**config.mk**
```make
export PLATFORM = sky130hd
export DESIGN_NAME = sfr_top
export DESIGN_NICKNAME = d
export VERILOG_FILES = /design/src/sfr_pkg.sv /design/src/sfr_sync.sv /design/src/sfr_top.sv
export SDC_FILE = /design/constraint.sdc
export NUM_CORES = 1
export LEC_CHECK = 0
export BUFFER_PORTS_ARGS = -buffer_cell sky130_fd_sc_hd__buf_4
export CAP_MARGIN = 10
export CORE_MARGIN = 4
export CORE_UTILIZATION = 55
export CTS_CLUSTER_DIAMETER = 40
export DETAILED_ROUTE_END_ITERATION = 6
export GPL_TIMING_DRIVEN = 0
export HOLD_SLACK_MARGIN = 0.08
export PLACE_DENSITY = 0.79
export SETUP_SLACK_MARGIN = 0.05
export SLEW_MARGIN = 20
export SYNTH_ARGS = -nofsm -noshare
export SYNTH_HDL_FRONTEND = slang
export SYNTH_HIERARCHICAL = 1
export SYNTH_SLANG_ARGS = --single-unit
```
**constraint.sdc**
```tcl
create_clock -name clk_sys_i -period 4.3 [get_ports clk_sys_i]
set_input_delay 0.215 -clock clk_sys_i [delete_from_list [all_inputs] [get_ports clk_sys_i]]
set_output_delay 0.215 -clock clk_sys_i [all_outputs]
set_load 0.02 [all_outputs]
```
**src/sfr_pkg.sv**
```systemverilog
// Package for the stepper fault and reset logic: types, codes and timing counts.
// Assumes a single 25 MHz system clock; analog levels are carried as codes.
package sfr_pkg;

    // ****************************************************************
    // Timing
    // ****************************************************************
    localparam int unsigned CLK_HZ          = 25_000_000;   // System clock rate
    localparam int unsigned BLANK_NS        = 1250;         // Blanking after chop turn-on
    // Least time, rounded up to whole cycles
    localparam int unsigned BLANK_CYC       = (BLANK_NS * (CLK_HZ / 1_000_000) + 999) / 1000;
    localparam int unsigned STEP_GAP_US     = 10;           // Host wait after reset release
    localparam int unsigned STEP_GAP_CYC    = STEP_GAP_US * (CLK_HZ / 1_000_000);
    localparam int unsigned BLANK_W         = 6;            // Blank counter width

    // ****************************************************************
    // Fault-kind output codes (two levels plus none)
    // ****************************************************************
    typedef enum logic [1:0] {
        SFR_KIND_NONE = 2'h0,   // No fault: line released
        SFR_KIND_OC   = 2'h1,   // Overcurrent level (~2.5 V)
        SFR_KIND_OH   = 2'h2    // Overheat level (~3.3 V)
    } sfr_kind_t;

    // Detector inputs travel together
    typedef struct packed {
        logic over_current;     // Current comparator above threshold
        logic over_heat;        // Substrate sensor above threshold
    } sfr_det_t;

    // Reset values
    localparam logic       RST_LATCH = 1'b0;
    localparam logic [3:0] RST_DRIVE = 4'h0;
    localparam logic [1:0] RST_MON   = 2'h0;

endpackage : sfr_pkg

```
**src/sfr_sync.sv**
```systemverilog
// Two-flop synchroniser for a group of asynchronous level inputs.
// Assumes the destination clock is clk_sys_i; no reset on the chain.
`timescale 1ns/1ns
`default_nettype none
module sfr_sync #(
    parameter int unsigned W = 2                // Number of bits
) (
    input  wire logic         clk_sys_i,        // System clock
    input  wire logic [W-1:0] d_i,              // Asynchronous inputs
    output logic      [W-1:0] q_o               // Synchronised outputs
);
    // ****************************************************************
    // Per-bit chain
    // ****************************************************************
    genvar g;
    generate
        for (g = 0; g < W; g++) begin : g_bit
            logic meta_q;                       // First stage, read only by second
            logic sync_q;                       // Second stage
            // First stage only feeds second, keeps metastability contained
            always_ff @(posedge clk_sys_i) begin
                meta_q <= d_i[g];
                sync_q <= meta_q;
            end
            assign q_o[g] = sync_q;
        end
    endgenerate
endmodule : sfr_sync
`default_nettype wire

```
**src/sfr_top.sv**
```systemverilog
// Fault latch, reset combine and drive gating for a two-phase stepper driver.
// Assumes detectors, reset pin and enable pin arrive asynchronously; the
// analog power-on detector supplies por_ok_i once the logic rail is near 4 V.
`timescale 1ns/1ns
`default_nettype none

module sfr_top (
    input  wire logic       clk_sys_i,          // 25 MHz system clock
    input  wire logic       rstn_i,             // Synchronous reset, active low
    input  wire logic       por_ok_i,           // Supply above POR threshold
    input  wire logic       system_reset_n_i,   // External reset pin, active low
    input  wire logic       enable_i,           // Drive enable pin
    input  wire logic       chop_on_i,          // Chopper turn-on strobe level
    input  wire logic       over_current_i,     // Current comparator (5 A trip)
    input  wire logic       over_heat_i,        // Substrate sensor (144 C trip)
    input  wire logic [3:0] phase_drive_i,      // Drive request from distributor
    input  wire logic       phase_step_i,       // One pulse per phase step
    input  wire logic [1:0] mode_div_i,         // Monitor divide (log2 steps)
    output logic      [3:0] drive_o,            // Gated excitation drive
    output logic            fault_flag_n_o,     // Open-drain data, always low
    output logic            fault_flag_n_oe_o,  // High while pulling low
    output sfr_pkg::sfr_kind_t fault_kind_level_o, // Fault kind code
    output logic            excitation_monitor_o, // Excitation monitor
    output logic            sys_reset_n_o       // Combined reset, active low
);

    // ****************************************************************
    // Input synchronisers
    // ****************************************************************
    sfr_pkg::sfr_det_t det_raw;                 // Raw detector group
    sfr_pkg::sfr_det_t det_s;                   // Synchronised detectors
    logic [4:0]        sync_in;                 // Async levels except the chop strobe
    logic [4:0]        sync_out;                // After two flops
    logic              por_ok_s;                // Supply good, synced
    logic              ext_rst_n_s;             // External reset, synced
    logic              enable_s;                // Enable, synced

    assign det_raw.over_current = over_current_i;
    assign det_raw.over_heat    = over_heat_i;
    assign sync_in = {enable_i, system_reset_n_i, por_ok_i, det_raw};

    // Detectors pass two flops before the latches
    sfr_sync #(
        .W (5)
    ) u_sync (
        .clk_sys_i (clk_sys_i),
        .d_i       (sync_in),
        .q_o       (sync_out)
    );

    assign det_s       = sync_out[1:0];
    assign por_ok_s    = sync_out[2];
    assign ext_rst_n_s = sync_out[3];
    assign enable_s    = sync_out[4];

    // ****************************************************************
    // Reset combine
    // ****************************************************************
    logic rst_int;                              // Internal reset, active high
    // Any of the three sources alone resets the latches, counters and outputs
    // POR held while supply below ~4 V
    assign rst_int = !rstn_i || !por_ok_s || !ext_rst_n_s;

    // Registered so the output comes from a flop
    always_ff @(posedge clk_sys_i) begin
        sys_reset_n_o <= !rst_int;
    end

    // ****************************************************************
    // Overcurrent blanking after chop turn-on
    // ****************************************************************
    logic               chop_s1_q;              // First sync stage
    logic               chop_s2_q;              // Second sync stage
    logic               chop_d_q;               // Delayed for edge detect
    logic [sfr_pkg::BLANK_W-1:0] blank_q;       // Blank cycles remaining
    logic               chop_rise;              // Turn-on event
    logic               oc_valid;               // Comparator may be trusted

    // Chop strobe is also asynchronous
    always_ff @(posedge clk_sys_i) begin
        chop_s1_q <= chop_on_i;
        chop_s2_q <= chop_s1_q;
        chop_d_q  <= chop_s2_q;
    end

    assign chop_rise = chop_s2_q && !chop_d_q;

    // Reload at every turn-on while enabled; counts down to zero
    always_ff @(posedge clk_sys_i) begin
        if (rst_int) begin
            blank_q <= '0;
        end else if (!enable_s) begin
            blank_q <= blank_q;                 // Count frozen while disabled
        end else if (chop_rise) begin
            blank_q <= sfr_pkg::BLANK_W'(sfr_pkg::BLANK_CYC);
        end else if (blank_q != '0) begin
            blank_q <= blank_q - 1'b1;
        end
    end

    // Ringing can exceed the trip briefly, so the turn-on cycle is also masked
    assign oc_valid = (blank_q == '0) && !chop_rise;

    // ****************************************************************
    // Fault latches
    // ****************************************************************
    logic oc_latch_q;                           // Overcurrent tripped
    logic oh_latch_q;                           // Overheat tripped

    // Overcurrent latch; threshold is in the analog comparator
    always_ff @(posedge clk_sys_i) begin
        if (rst_int) begin
            oc_latch_q <= sfr_pkg::RST_LATCH;
        end else if (enable_s && det_s.over_current && oc_valid) begin
            oc_latch_q <= 1'b1;
        end
    end

    // Overheat latch from substrate sensor
    always_ff @(posedge clk_sys_i) begin
        if (rst_int) begin
            oh_latch_q <= sfr_pkg::RST_LATCH;
        end else if (enable_s && det_s.over_heat) begin
            oh_latch_q <= 1'b1;
        end
    end

    // ****************************************************************
    // Fault outputs
    // ****************************************************************
    logic any_fault;                            // Either latch set
    assign any_fault = oc_latch_q || oh_latch_q;

    // Open drain: data always low, enable while faulted
    always_ff @(posedge clk_sys_i) begin
        fault_flag_n_o <= 1'b0;
        if (rst_int) begin
            fault_flag_n_oe_o <= 1'b0;
        end else begin
            fault_flag_n_oe_o <= any_fault;
        end
    end

    // Kind code; overcurrent wins if both, first trip usually cuts current
    always_ff @(posedge clk_sys_i) begin
        if (rst_int) begin
            fault_kind_level_o <= sfr_pkg::SFR_KIND_NONE;
        end else if (oc_latch_q) begin
            fault_kind_level_o <= sfr_pkg::SFR_KIND_OC;
        end else if (oh_latch_q) begin
            fault_kind_level_o <= sfr_pkg::SFR_KIND_OH;
        end else begin
            fault_kind_level_o <= sfr_pkg::SFR_KIND_NONE;
        end
    end

    // ****************************************************************
    // Drive gating
    // ****************************************************************
    // Latch or disable forces every phase off
    always_ff @(posedge clk_sys_i) begin
        if (rst_int) begin
            drive_o <= sfr_pkg::RST_DRIVE;
        end else if (!enable_s) begin
            drive_o <= sfr_pkg::RST_DRIVE;
        end else if (any_fault) begin
            drive_o <= sfr_pkg::RST_DRIVE;
        end else begin
            drive_o <= phase_drive_i;
        end
    end

    // ****************************************************************
    // Excitation monitor
    // ****************************************************************
    logic [3:0] mon_cnt_q;                      // Step counter
    logic [3:0] mon_top;                        // Wrap value per mode

    // Finer modes take more steps per monitor half period
    assign mon_top = 4'((4'h1 << mode_div_i) - 4'h1);

    // Toggle when the per-mode step count wraps
    always_ff @(posedge clk_sys_i) begin
        if (rst_int) begin
            mon_cnt_q            <= 4'h0;
            excitation_monitor_o <= 1'b0;
        end else if (enable_s && phase_step_i) begin
            if (mon_cnt_q >= mon_top) begin
                mon_cnt_q            <= 4'h0;
                excitation_monitor_o <= !excitation_monitor_o;
            end else begin
                mon_cnt_q <= mon_cnt_q + 4'h1;
            end
        end
    end

    // ****************************************************************
    // Checks
    // ****************************************************************
    a_drive_off_fault: assert property (@(posedge clk_sys_i) disable iff (rst_int)
        any_fault |=> (drive_o == 4'h0))
        else $error("drive active after fault");

    a_flag_follows_fault: assert property (@(posedge clk_sys_i) disable iff (rst_int)
        any_fault |=> fault_flag_n_oe_o)
        else $error("flag not pulled low");

    a_latch_holds: assert property (@(posedge clk_sys_i)
        (oc_latch_q && !rst_int) |=> (oc_latch_q || $past(rst_int) || rst_int))
        else $error("overcurrent latch lost");

    a_blank_masks_oc: assert property (@(posedge clk_sys_i) disable iff (rst_int)
        (!oc_latch_q && blank_q != '0) |=> !oc_latch_q)
        else $error("overcurrent during blanking");

    a_blank_length: assert property (@(posedge clk_sys_i) disable iff (rst_int)
        (chop_rise && enable_s) |=> (blank_q == sfr_pkg::BLANK_W'(sfr_pkg::BLANK_CYC)))
        else $error("blank count wrong");

    a_kind_oc: assert property (@(posedge clk_sys_i) disable iff (rst_int)
        oc_latch_q |=> (fault_kind_level_o == sfr_pkg::SFR_KIND_OC))
        else $error("kind not overcurrent");

    a_kind_oh: assert property (@(posedge clk_sys_i) disable iff (rst_int)
        (oh_latch_q && !oc_latch_q) |=> (fault_kind_level_o == sfr_pkg::SFR_KIND_OH))
        else $error("kind not overheat");

    a_reset_clears: assert property (@(posedge clk_sys_i)
        rst_int |=> (!oc_latch_q && !oh_latch_q && fault_kind_level_o == sfr_pkg::SFR_KIND_NONE))
        else $error("reset left fault");

    a_disable_off: assert property (@(posedge clk_sys_i) disable iff (rst_int)
        !enable_s |=> (drive_o == 4'h0))
        else $error("drive active while disabled");

    a_ext_reset: assert property (@(posedge clk_sys_i)
        (!ext_rst_n_s || !por_ok_s) |=> !sys_reset_n_o)
        else $error("reset source ignored");

    a_oh_sets: assert property (@(posedge clk_sys_i) disable iff (rst_int)
        (enable_s && det_s.over_heat) |=> oh_latch_q)
        else $error("overheat not latched");

endmodule : sfr_top
`default_nettype wire

```
# Word level (Yosys, flattened, before mapping)
# Index checks and enable logic that the tools add are counted.
# Widths: inputs -> output; s select.
[totals] regBits=34 latch_bits=0 ramBits=0 romBits=0 elab_cells=57 n_memories=0
[op_classes] add_sub_neg=3 multipliers=0 n_div=0 order_cmp=1 eq_ne=0 n_shift=1 muxes=5 bitwise=1 n_reduce_logical=23
[ops] cell="$mux 6" count=2
[ops] cell="$logic_not 1->1" count=7
[ops] cell="$logic_and 1x1->1" count=6
[ops] cell="$logic_not 6->1" count=1
[ops] cell="$reduce_bool 6->1" count=1
[ops] cell="$sub 6x1->6 const B" count=1
[ops] cell="$add 4x1->4 const B" count=1
[ops] cell="$ge 4x4->1" count=1
[ops] cell="$mux 4" count=1
[ops] cell="$reduce_and 2->1" count=2
[ops] cell="$shl 1x2->4 const A" count=1
[ops] cell="$sub 4x1->4 const B" count=1
[ops] cell="$logic_or 1x1->1" count=3
[ops] cell="$reduce_or 3->1" count=1
[ops] cell="$mux 2" count=1
[ops] cell="$reduce_bool 2->1" count=1
[ops] cell="$reduce_or 2->1" count=1
[ops] cell="$mux 1" count=1
[ops] cell="$not 1->1" count=1

# Depth between registers and ports, before layout
# Gate-level depths: netlist of the first run.
[logic_depth] depth_word=5 mapped_depth=6 depth_no_buf=6

# Cells and area by module
# Netlist of the first run, hierarchy kept.
[modules_own_cells] mod="sfr_top" n_inst=1 cells_per_inst=112 area_each_um2=1053.5
[modules_own_cells] mod="sfr_sync" n_inst=1 cells_per_inst=15 area_each_um2=237.7

# Least setup slack after synthesis of the first run
# OpenSTA, ideal clock, no wires.
[synth_timing] path_type="input to register" start="in mode_div_i[0]" end="reg mon_cnt_q[0]" setup_ps=71 t_arrival_ps=1629 path_slack_ps=2601 cell_stages=6 n_path_buf=0 cell_sequence="or2_2 -> ha_1 -> nand2b_1 -> a2111oi_4 -> o211ai_1 -> a21oi_1"
[synth_via] elab_chain_cells=4
[synth_lines] element="start: declaration" line_no="sfr_top.sv:18" source="input wire logic [1:0] mode_div_i,"
[synth_lines] element="$shl 1x2->4" line_no="sfr_top.sv:180" source="assign mon_top = 4'((4'h1 << mode_div_i) - 4'h1);"
[synth_lines] element="$sub 4x1->4" line_no="sfr_top.sv:180"
[synth_lines] element="$ge 4x4->1" line_no="sfr_top.sv:188" source="if (mon_cnt_q >= mon_top) begin"
[synth_lines] element="$mux 4" line_no="sfr_top.sv:188"
[synth_lines] element="end signal: assignment" line_no="sfr_top.sv:192" source="mon_cnt_q <= mon_cnt_q + 4'h1;"
[synth_lines] element="end: declaration" line_no="sfr_top.sv:176" source="logic [3:0] mon_cnt_q;"
# Every way passes these cells.
# A chain may end at the register's enable or synchronous reset.

# Worst setup path after layout of the first run
[layout_timing] start="reg mon_cnt_q[0]" end="reg mon_cnt_q[1]"
[layout_via] elab_chain_cells=2
[layout_lines] element="$add 4x1->4 / $ge 4x4->1 (equally long branches)" line_no="sfr_top.sv:192, sfr_top.sv:188"
[layout_lines] element="$mux 4 (*)" line_no="sfr_top.sv:188"
# Every way passes the cells marked *; elsewhere a longest branch is shown, timed or not.

==> impl_results.md, run 1 <==
* Synth area leaders: dfxtp_1 (53%), ha_1 (6.8%), a21oi_1 (3.5%)
* FP Rows at 17
* Synth unique cells at 38
* Port buffer count at 23
* Fin crit period at about 1800 ps
* Footprint of the multi-input gates at roughly 520 um2
* Fillers at between 150 and 200
* GR Util met1 at between 10% and 20%
* Leakage power at 0.730 nW
* Placed Area at around 1500 um2
* CTS Buffer Depth at 2
* Die area at 3190 um2
* Avg WL per Cell at 11.3 um
* Final wirelength at ~2.2 mm
* Hold Buf Count CTS at 10
* Remaining DRCs at 0
* CP peak stage delay at 490 ps
* Share of layout cells above drive strength 1 at 27.4%
* Maximum clock frequency at around 550 MHz
* HP Start: rstn_i
* Grt peak-use layer: met2
* Largest net degree at the start of global routing at 12
* Reg-to-reg startpoint: mon_cnt_q[0]
* Core footprint at roughly 2200 um2
* Post-synth EDFFs at 0
* Slew Limit Fails at 0
* Final antenna-violating net count at 0
* DR iter-0 viols at 23
* Critical Path Slowest Stage Cell: a2111oi_4
* IO Count at 25
* VDD IR max at 0.000317 V
* Endpoint, Worst Hold: sys_reset_n_o
* H-tree lvl count at 2
* Gr usage total at 16.2%
* Clk_lat worst skew at 320 ps
* Syn Inst Count at between 100 and 150
* Post-synthesis sequential area ratio at about 53%
* Fin. Hold Viols at 0
* Synthesized area per cell at between 10 and 15 um2
* Crit Reg-Reg Endpoint: mon_cnt_q[1]
* Setup Fix Bufs, Post-CTS at 0
* Yosys reg bits at 34
* Die Y at roughly 56 um
* CP cell instances: inv_1, ha_1, nand2b_1, a2111oi_4, o211ai_1, a21oi_1
* Ys async rst share at 0%
* Crit. End Element: flop
* Post-CTS sizing at 0
* GR Util met2 at ~26%
* PD cells at ~340 nW/um2
* Most used DFF post-synth: dfxtp_1
* Via count at ~1000
* Layout Nets at 189
* Syn Nets at between 100 and 150
* Clock Skew at between 9 and 10 ps
* Final setup viols at 0
* Crit Path Max Fanout at 6
* Vias in the first global route at around 970
* Critical Path AT at between 2000 and 2500 ps
* Status: complete, no violations
* Layout area overhead at 28.8%
* Num CTS Buffers at 5
* Die X at ~56 um
* GPL Wtd Cong at ~0.82
* CTS Sinks at 34
* Period utilization at 42.4%
* Synth area leader: dfxtp_1
* First-pass GRT wire length at 3.97 mm
* Setup ws final at between 2000 and 2500 ps
* Setup TNS at 0 ps
* RSZ-0062 raised after global routing: false
* Startpoint types: flop
* Most frequent cells after synthesis: dfxtp_1 (34), a21oi_1 (9), nand2_1 (9)
* HPWL after DPL at 1.52 mm
* Worst Setup Path Type: reg2reg
* Final Power at 0.563 mW
* Most common cell in the netlist: dfxtp_1
* Worst hold-check path type: in2reg
* Hold WS at ~230 ps
* Root Buffer: clkbuf_4
* Min-Delay Path Depth at 3
* First drt pass iteration count at 4
* R2r worst-path depth at 6
* Place WS at 2340 ps
* Yosys top cell area share at 52.7%
* Antenna violations before repair at 0
* Remaining Overflow, GRT at 0
* Max cap viols at 0
* Post-route cell area at approximately 1700 um2
* R2R Setup Slk at 2480 ps
* Req. time, crit path at between 4000 and 5000 ps
* CTS clk-pin slew, worst paths at ~100 ps
* Worst Setup SP: mon_cnt_q[0]
* Met3 usage at under 10%
* FF/Latch Area at slightly below 700 um2
* Mapped Area at ~1300 um2
* TritonCTS clock tree: yes
* Vias/cell at between 5 and 6
* Synth warn at 6
* Starting Density at 57.8%
* Antenna diodes at 0
-- registers in the layout, summed over array words and instances (netlist names), 2 cells and up --
name,flops
drive_o,4
mon_cnt_q,4
u_sync/g_bit.sync_q,5
blank_q,6
u_sync/g_bit.meta_q,5
fault_kind_level_o,2
-- placed cells by master, fill, tap and decap left out, types with 2 or more instances in the layout --
master	instances
or2_2	2
inv_1	8
dfxtp_1	34
nor3b_1	2
o22ai_1	2
conb_1	2
and2_1	5
ha_1	7
nand3_1	3
and3_1	2
clkbuf_4	5
dlygate4sd3_1	10
a31oi_1	2
a21oi_1	9
or3_1	2
nand2_1	9
buf_4	29
nand2b_1	2
o211ai_1	2
nor2_1	8
-- layout make-up --
class | count | area share [%]
Buffer | 8 | 3.61
Clock buffer | 6 | 3.09
Clock inverter | 2 | 0.752
Inverter | 8 | 1.81
Multi-Input combinational cell | 77 | 31.3
Sequential cell | 34 | 40.9
Tap cell | 28 | 2.11
Timing Repair Buffer | 33 | 16.4
-- critical path, delay by kind of cell, from the launching register on --
family          cells  cell delay (ps)
simple gates        1              180
fa+ha+maj           1              280
compound gates      3              820
flops               1              390
buf+inv             1               80
-- power by group --
part           internal (mW)  switching, mW
logic                 0.0325         0.0241
clock network         0.0785          0.101
registers              0.324        0.00300
total                  0.435          0.128
-- per-layer routing --
| metal | part of all wire, % | vias up |
|---|---|---|
| li1 | - | 509 |
| met1 | 43 | 455 |
| met2 | 50 | 23 |
| met3 | 6.1 | 2 |
| met4 | 1.4 | 0 |
| met5 | 0 | - |
-- stage by stage --
step	std cells	util, %
after floorplan	127	-
after global placement	178	67.1
after detailed placement	178	67.1
after CTS	196	74.5
after global routing	196	74.5
final	196	74.5
-- worst max-delay path by stage --
stage | endpoint | slack (ps) | cells past startpoint
final | mon_cnt_q[1] | 2480 | 6
after global routing | mon_cnt_q[1] | 2340 | 6
after CTS | mon_cnt_q[1] | 2480 | 6
after detailed placement | mon_cnt_q[1] | 2340 | 7
after global placement | mon_cnt_q[1] | 2400 | 7
after floorplan | mon_cnt_q[0] | 2600 | 6
-- kinds of logic (layout without fill, tap and decap cells) --
group,Yosys count,in the layout,synth area share (%)
other,2,2,0.582
xor gates and xnor gates,1,1,0.678
muxes,1,1,0.775
adders and majority gates,7,7,6.78
buffers and inverters,16,57,6.98
AOI/OAI and AO/OA,22,22,12.7
and+or+nand+nor,44,44,18.8
DFF,34,34,52.7
(Power assumes the default switching activity.)
==> inputs of run 2 (changes only) <==
CORE_UTILIZATION = 47   (was 55)
PLACE_DENSITY = 0.72   (was 0.79)
clock period = 1.64 ns   (was 4.3 ns; I/O delays follow)
==> impl_results.md, run 2 (same netlist as run 1, synthesis figures left out) <==
* Layout area overhead at 35.6%
* DR iter-0 viols at 33
* Die area at 3650 um2
* Fin crit period at 1530 ps
* Worst Setup Path Type: reg2reg
* Period utilization at between 90% and 100%
* Max FFs per register at 6
* VDD IR max at roughly 0.00060 V
* H-tree lvl count at 2
* IO Count at 25
* CP cell instances: inv_2, ha_4, nand2b_4, a2111oi_4, or4_1, a21oi_1
* CP peak stage delay at ~480 ps
* Startpoint types: flop
* Core footprint at between 2000 and 3000 um2
* Final Core Density at 68.8%
* Status: complete, no violations
* R2R Setup Slk at about 110 ps
* Req. time, crit path at 1910 ps
* Die X at around 60 um
* Most frequent cells in the layout: buf_4 (36), dfxtp_1 (30), dlygate4sd3_1 (10), nand2_1 (9), a21oi_1 (9)
* PD cells at 822 nW/um2
* Avg WL per Cell at 12.3 um
* R2r worst-path depth at 6
* Remaining Overflow, GRT at 0
* Num CTS Buffers at 5
* Slew Limit Fails at 0
* HP Start: rstn_i
* RSZ-0062 raised after global routing: true
* CTS Sinks at 34
* Hold WS at around 120 ps
* Fillers at approximately 200
* Top Registers: blank_q x6, u_sync/g_bit.meta_q x5, u_sync/g_bit.sync_q x5
* Leakage power at around 0.77 nW
* HPWL after DPL at about 1.7 mm
* Antenna violations before repair at 0
* Final wirelength at 2.51 mm
* FP Rows at 18
* Critical Path Slowest Stage Cell: or4_1
* Die Y at between 60 and 70 um
* Endpoint, Worst Hold: sys_reset_n_o
* Vias in the first global route at between 900 and 1000
* Worst hold-check path type: in2reg
* GPL Wtd Cong at a little over 0.8
* First drt pass iteration count at 4
* Clock Skew at ~7.3 ps
* Root Buffer: clkbuf_4
* Antenna diodes at 0
* Layout Nets at between 150 and 200
* Crit. End Element: flop
* Crit Reg-Reg Endpoint: excitation_monitor_o
* Max cap viols at 0
* Setup ws final at 105 ps
* Dpl cells at 180
* Reg-to-reg startpoint: mon_cnt_q[0]
* Largest reg by FF count: blank_q
* Via count at between 1000 and 1500
* Final antenna-violating net count at 0
* TritonCTS clock tree: yes
* CTS clk-pin slew, worst paths at 100 ps
* Largest net degree at the start of global routing at 11
* Maximum clock frequency at approximately 650 MHz
* CP bufs+invs at 1
* Fin. Hold Viols at 0
* Vias/cell at around 5.0
* Starting Density at about 51%
* Place WS at -137 ps
* Crit Path Max Fanout at 6
* Gr usage total at around 16%
* Clk_lat worst skew at 330 ps
* Share of layout cells above drive strength 1 at a little over a third
* First-pass GRT wire length at roughly 4.2 mm
* Remaining DRCs at 0
* Family with the most delay on the worst path: simple AND/OR/NAND/NOR gates
* Critical Path AT at 1800 ps
* CTS Buffer Depth at 2
* Commonest non-fill, non-tap cell in the layout: buf_4
* Final Non-Filler Cells at roughly 200
* Port buffer count at 23
* Final setup viols at 0
* Min-Delay Path Depth at 3
[run 2: cell count changes in the layout (fill, tap and decap cells not counted), moves of 2 or more]
cell / change
ha_4: +2
ha_1: -3
buf_4: +7
dfxtp_2: +4
dfxtp_1: -4
[run 2: stage by stage]
step,cell area (um2),power [mW],TNS (ps)
final,1750,1.44,0
after global routing,1750,1.53,-0.0964
after CTS,1690,1.45,0
after detailed placement,1500,1.01,-445
after global placement,1500,1.00,-277
after floorplan,1290,0.960,0
[run 2: final cells by class]
class | instances | area [um2] | area share, %
Timing Repair Buffer | 40 | 325 | 18.6
Tap cell | 30 | 37.5 | 2.14
Sequential cell | 34 | 686 | 39.2
Multi-Input combinational cell | 77 | 564 | 32.2
Buffer | 8 | 60.1 | 3.43
Clock buffer | 5 | 37.5 | 2.14
Inverter | 8 | 30.0 | 1.72
Clock inverter | 2 | 10.0 | 0.572
[run 2: worst register-to-register path, stage by stage, from the launching register on]
cell and delay [ps]:
dfxtp_2 340, inv_2 50, ha_4 250, nand2b_4 110, a2111oi_4 90, or4_1 480, a21oi_1 140
[run 2: per-layer routing]
metal / GRT usage, % / share of wire (%)
met3: 5.74 / 5.5
met1: 17.1 / 38
met4: 8.36 / 2.7
met5: 0 / 0
met2: 28.2 / 53
[run 2: timing repair]
| item | CTS | global route |
|---|---|---|
| gates cloned | 0 | 0 |
| buffers inserted | 2 | 5 |
| pin swaps | 6 | 4 |
| hold buffers | 10 | 0 |
| setup endpoints to repair | 7 | 8 |
| hold endpoints to repair | 10 | 0 |
| resized for setup | 7 | 4 |
[run 2: power breakdown]
group	total [mW]	switching [mW]	internal, mW
registers	0.857	0.00763	0.849
logic	0.169	0.0711	0.0983
clock network	0.413	0.259	0.154
total	1.44	0.338	1.10
[run 2: worst max-delay path by stage]
stage / startpoint / to / slack [ps] / depth (start not counted)
global route: blank_q[0] / blank_q[2] / -0.1 / 6
finish: mon_cnt_q[0] / excitation_monitor_o / 110 / 6
detailed placement: mode_div_i[0] / mon_cnt_q[0] / -140 / 7
CTS: blank_q[0] / blank_q[2] / 60 / 6
floorplan: mon_cnt_q[0] / mon_cnt_q[0] / 70 / 6
global placement: mode_div_i[0] / mon_cnt_q[1] / -80 / 7
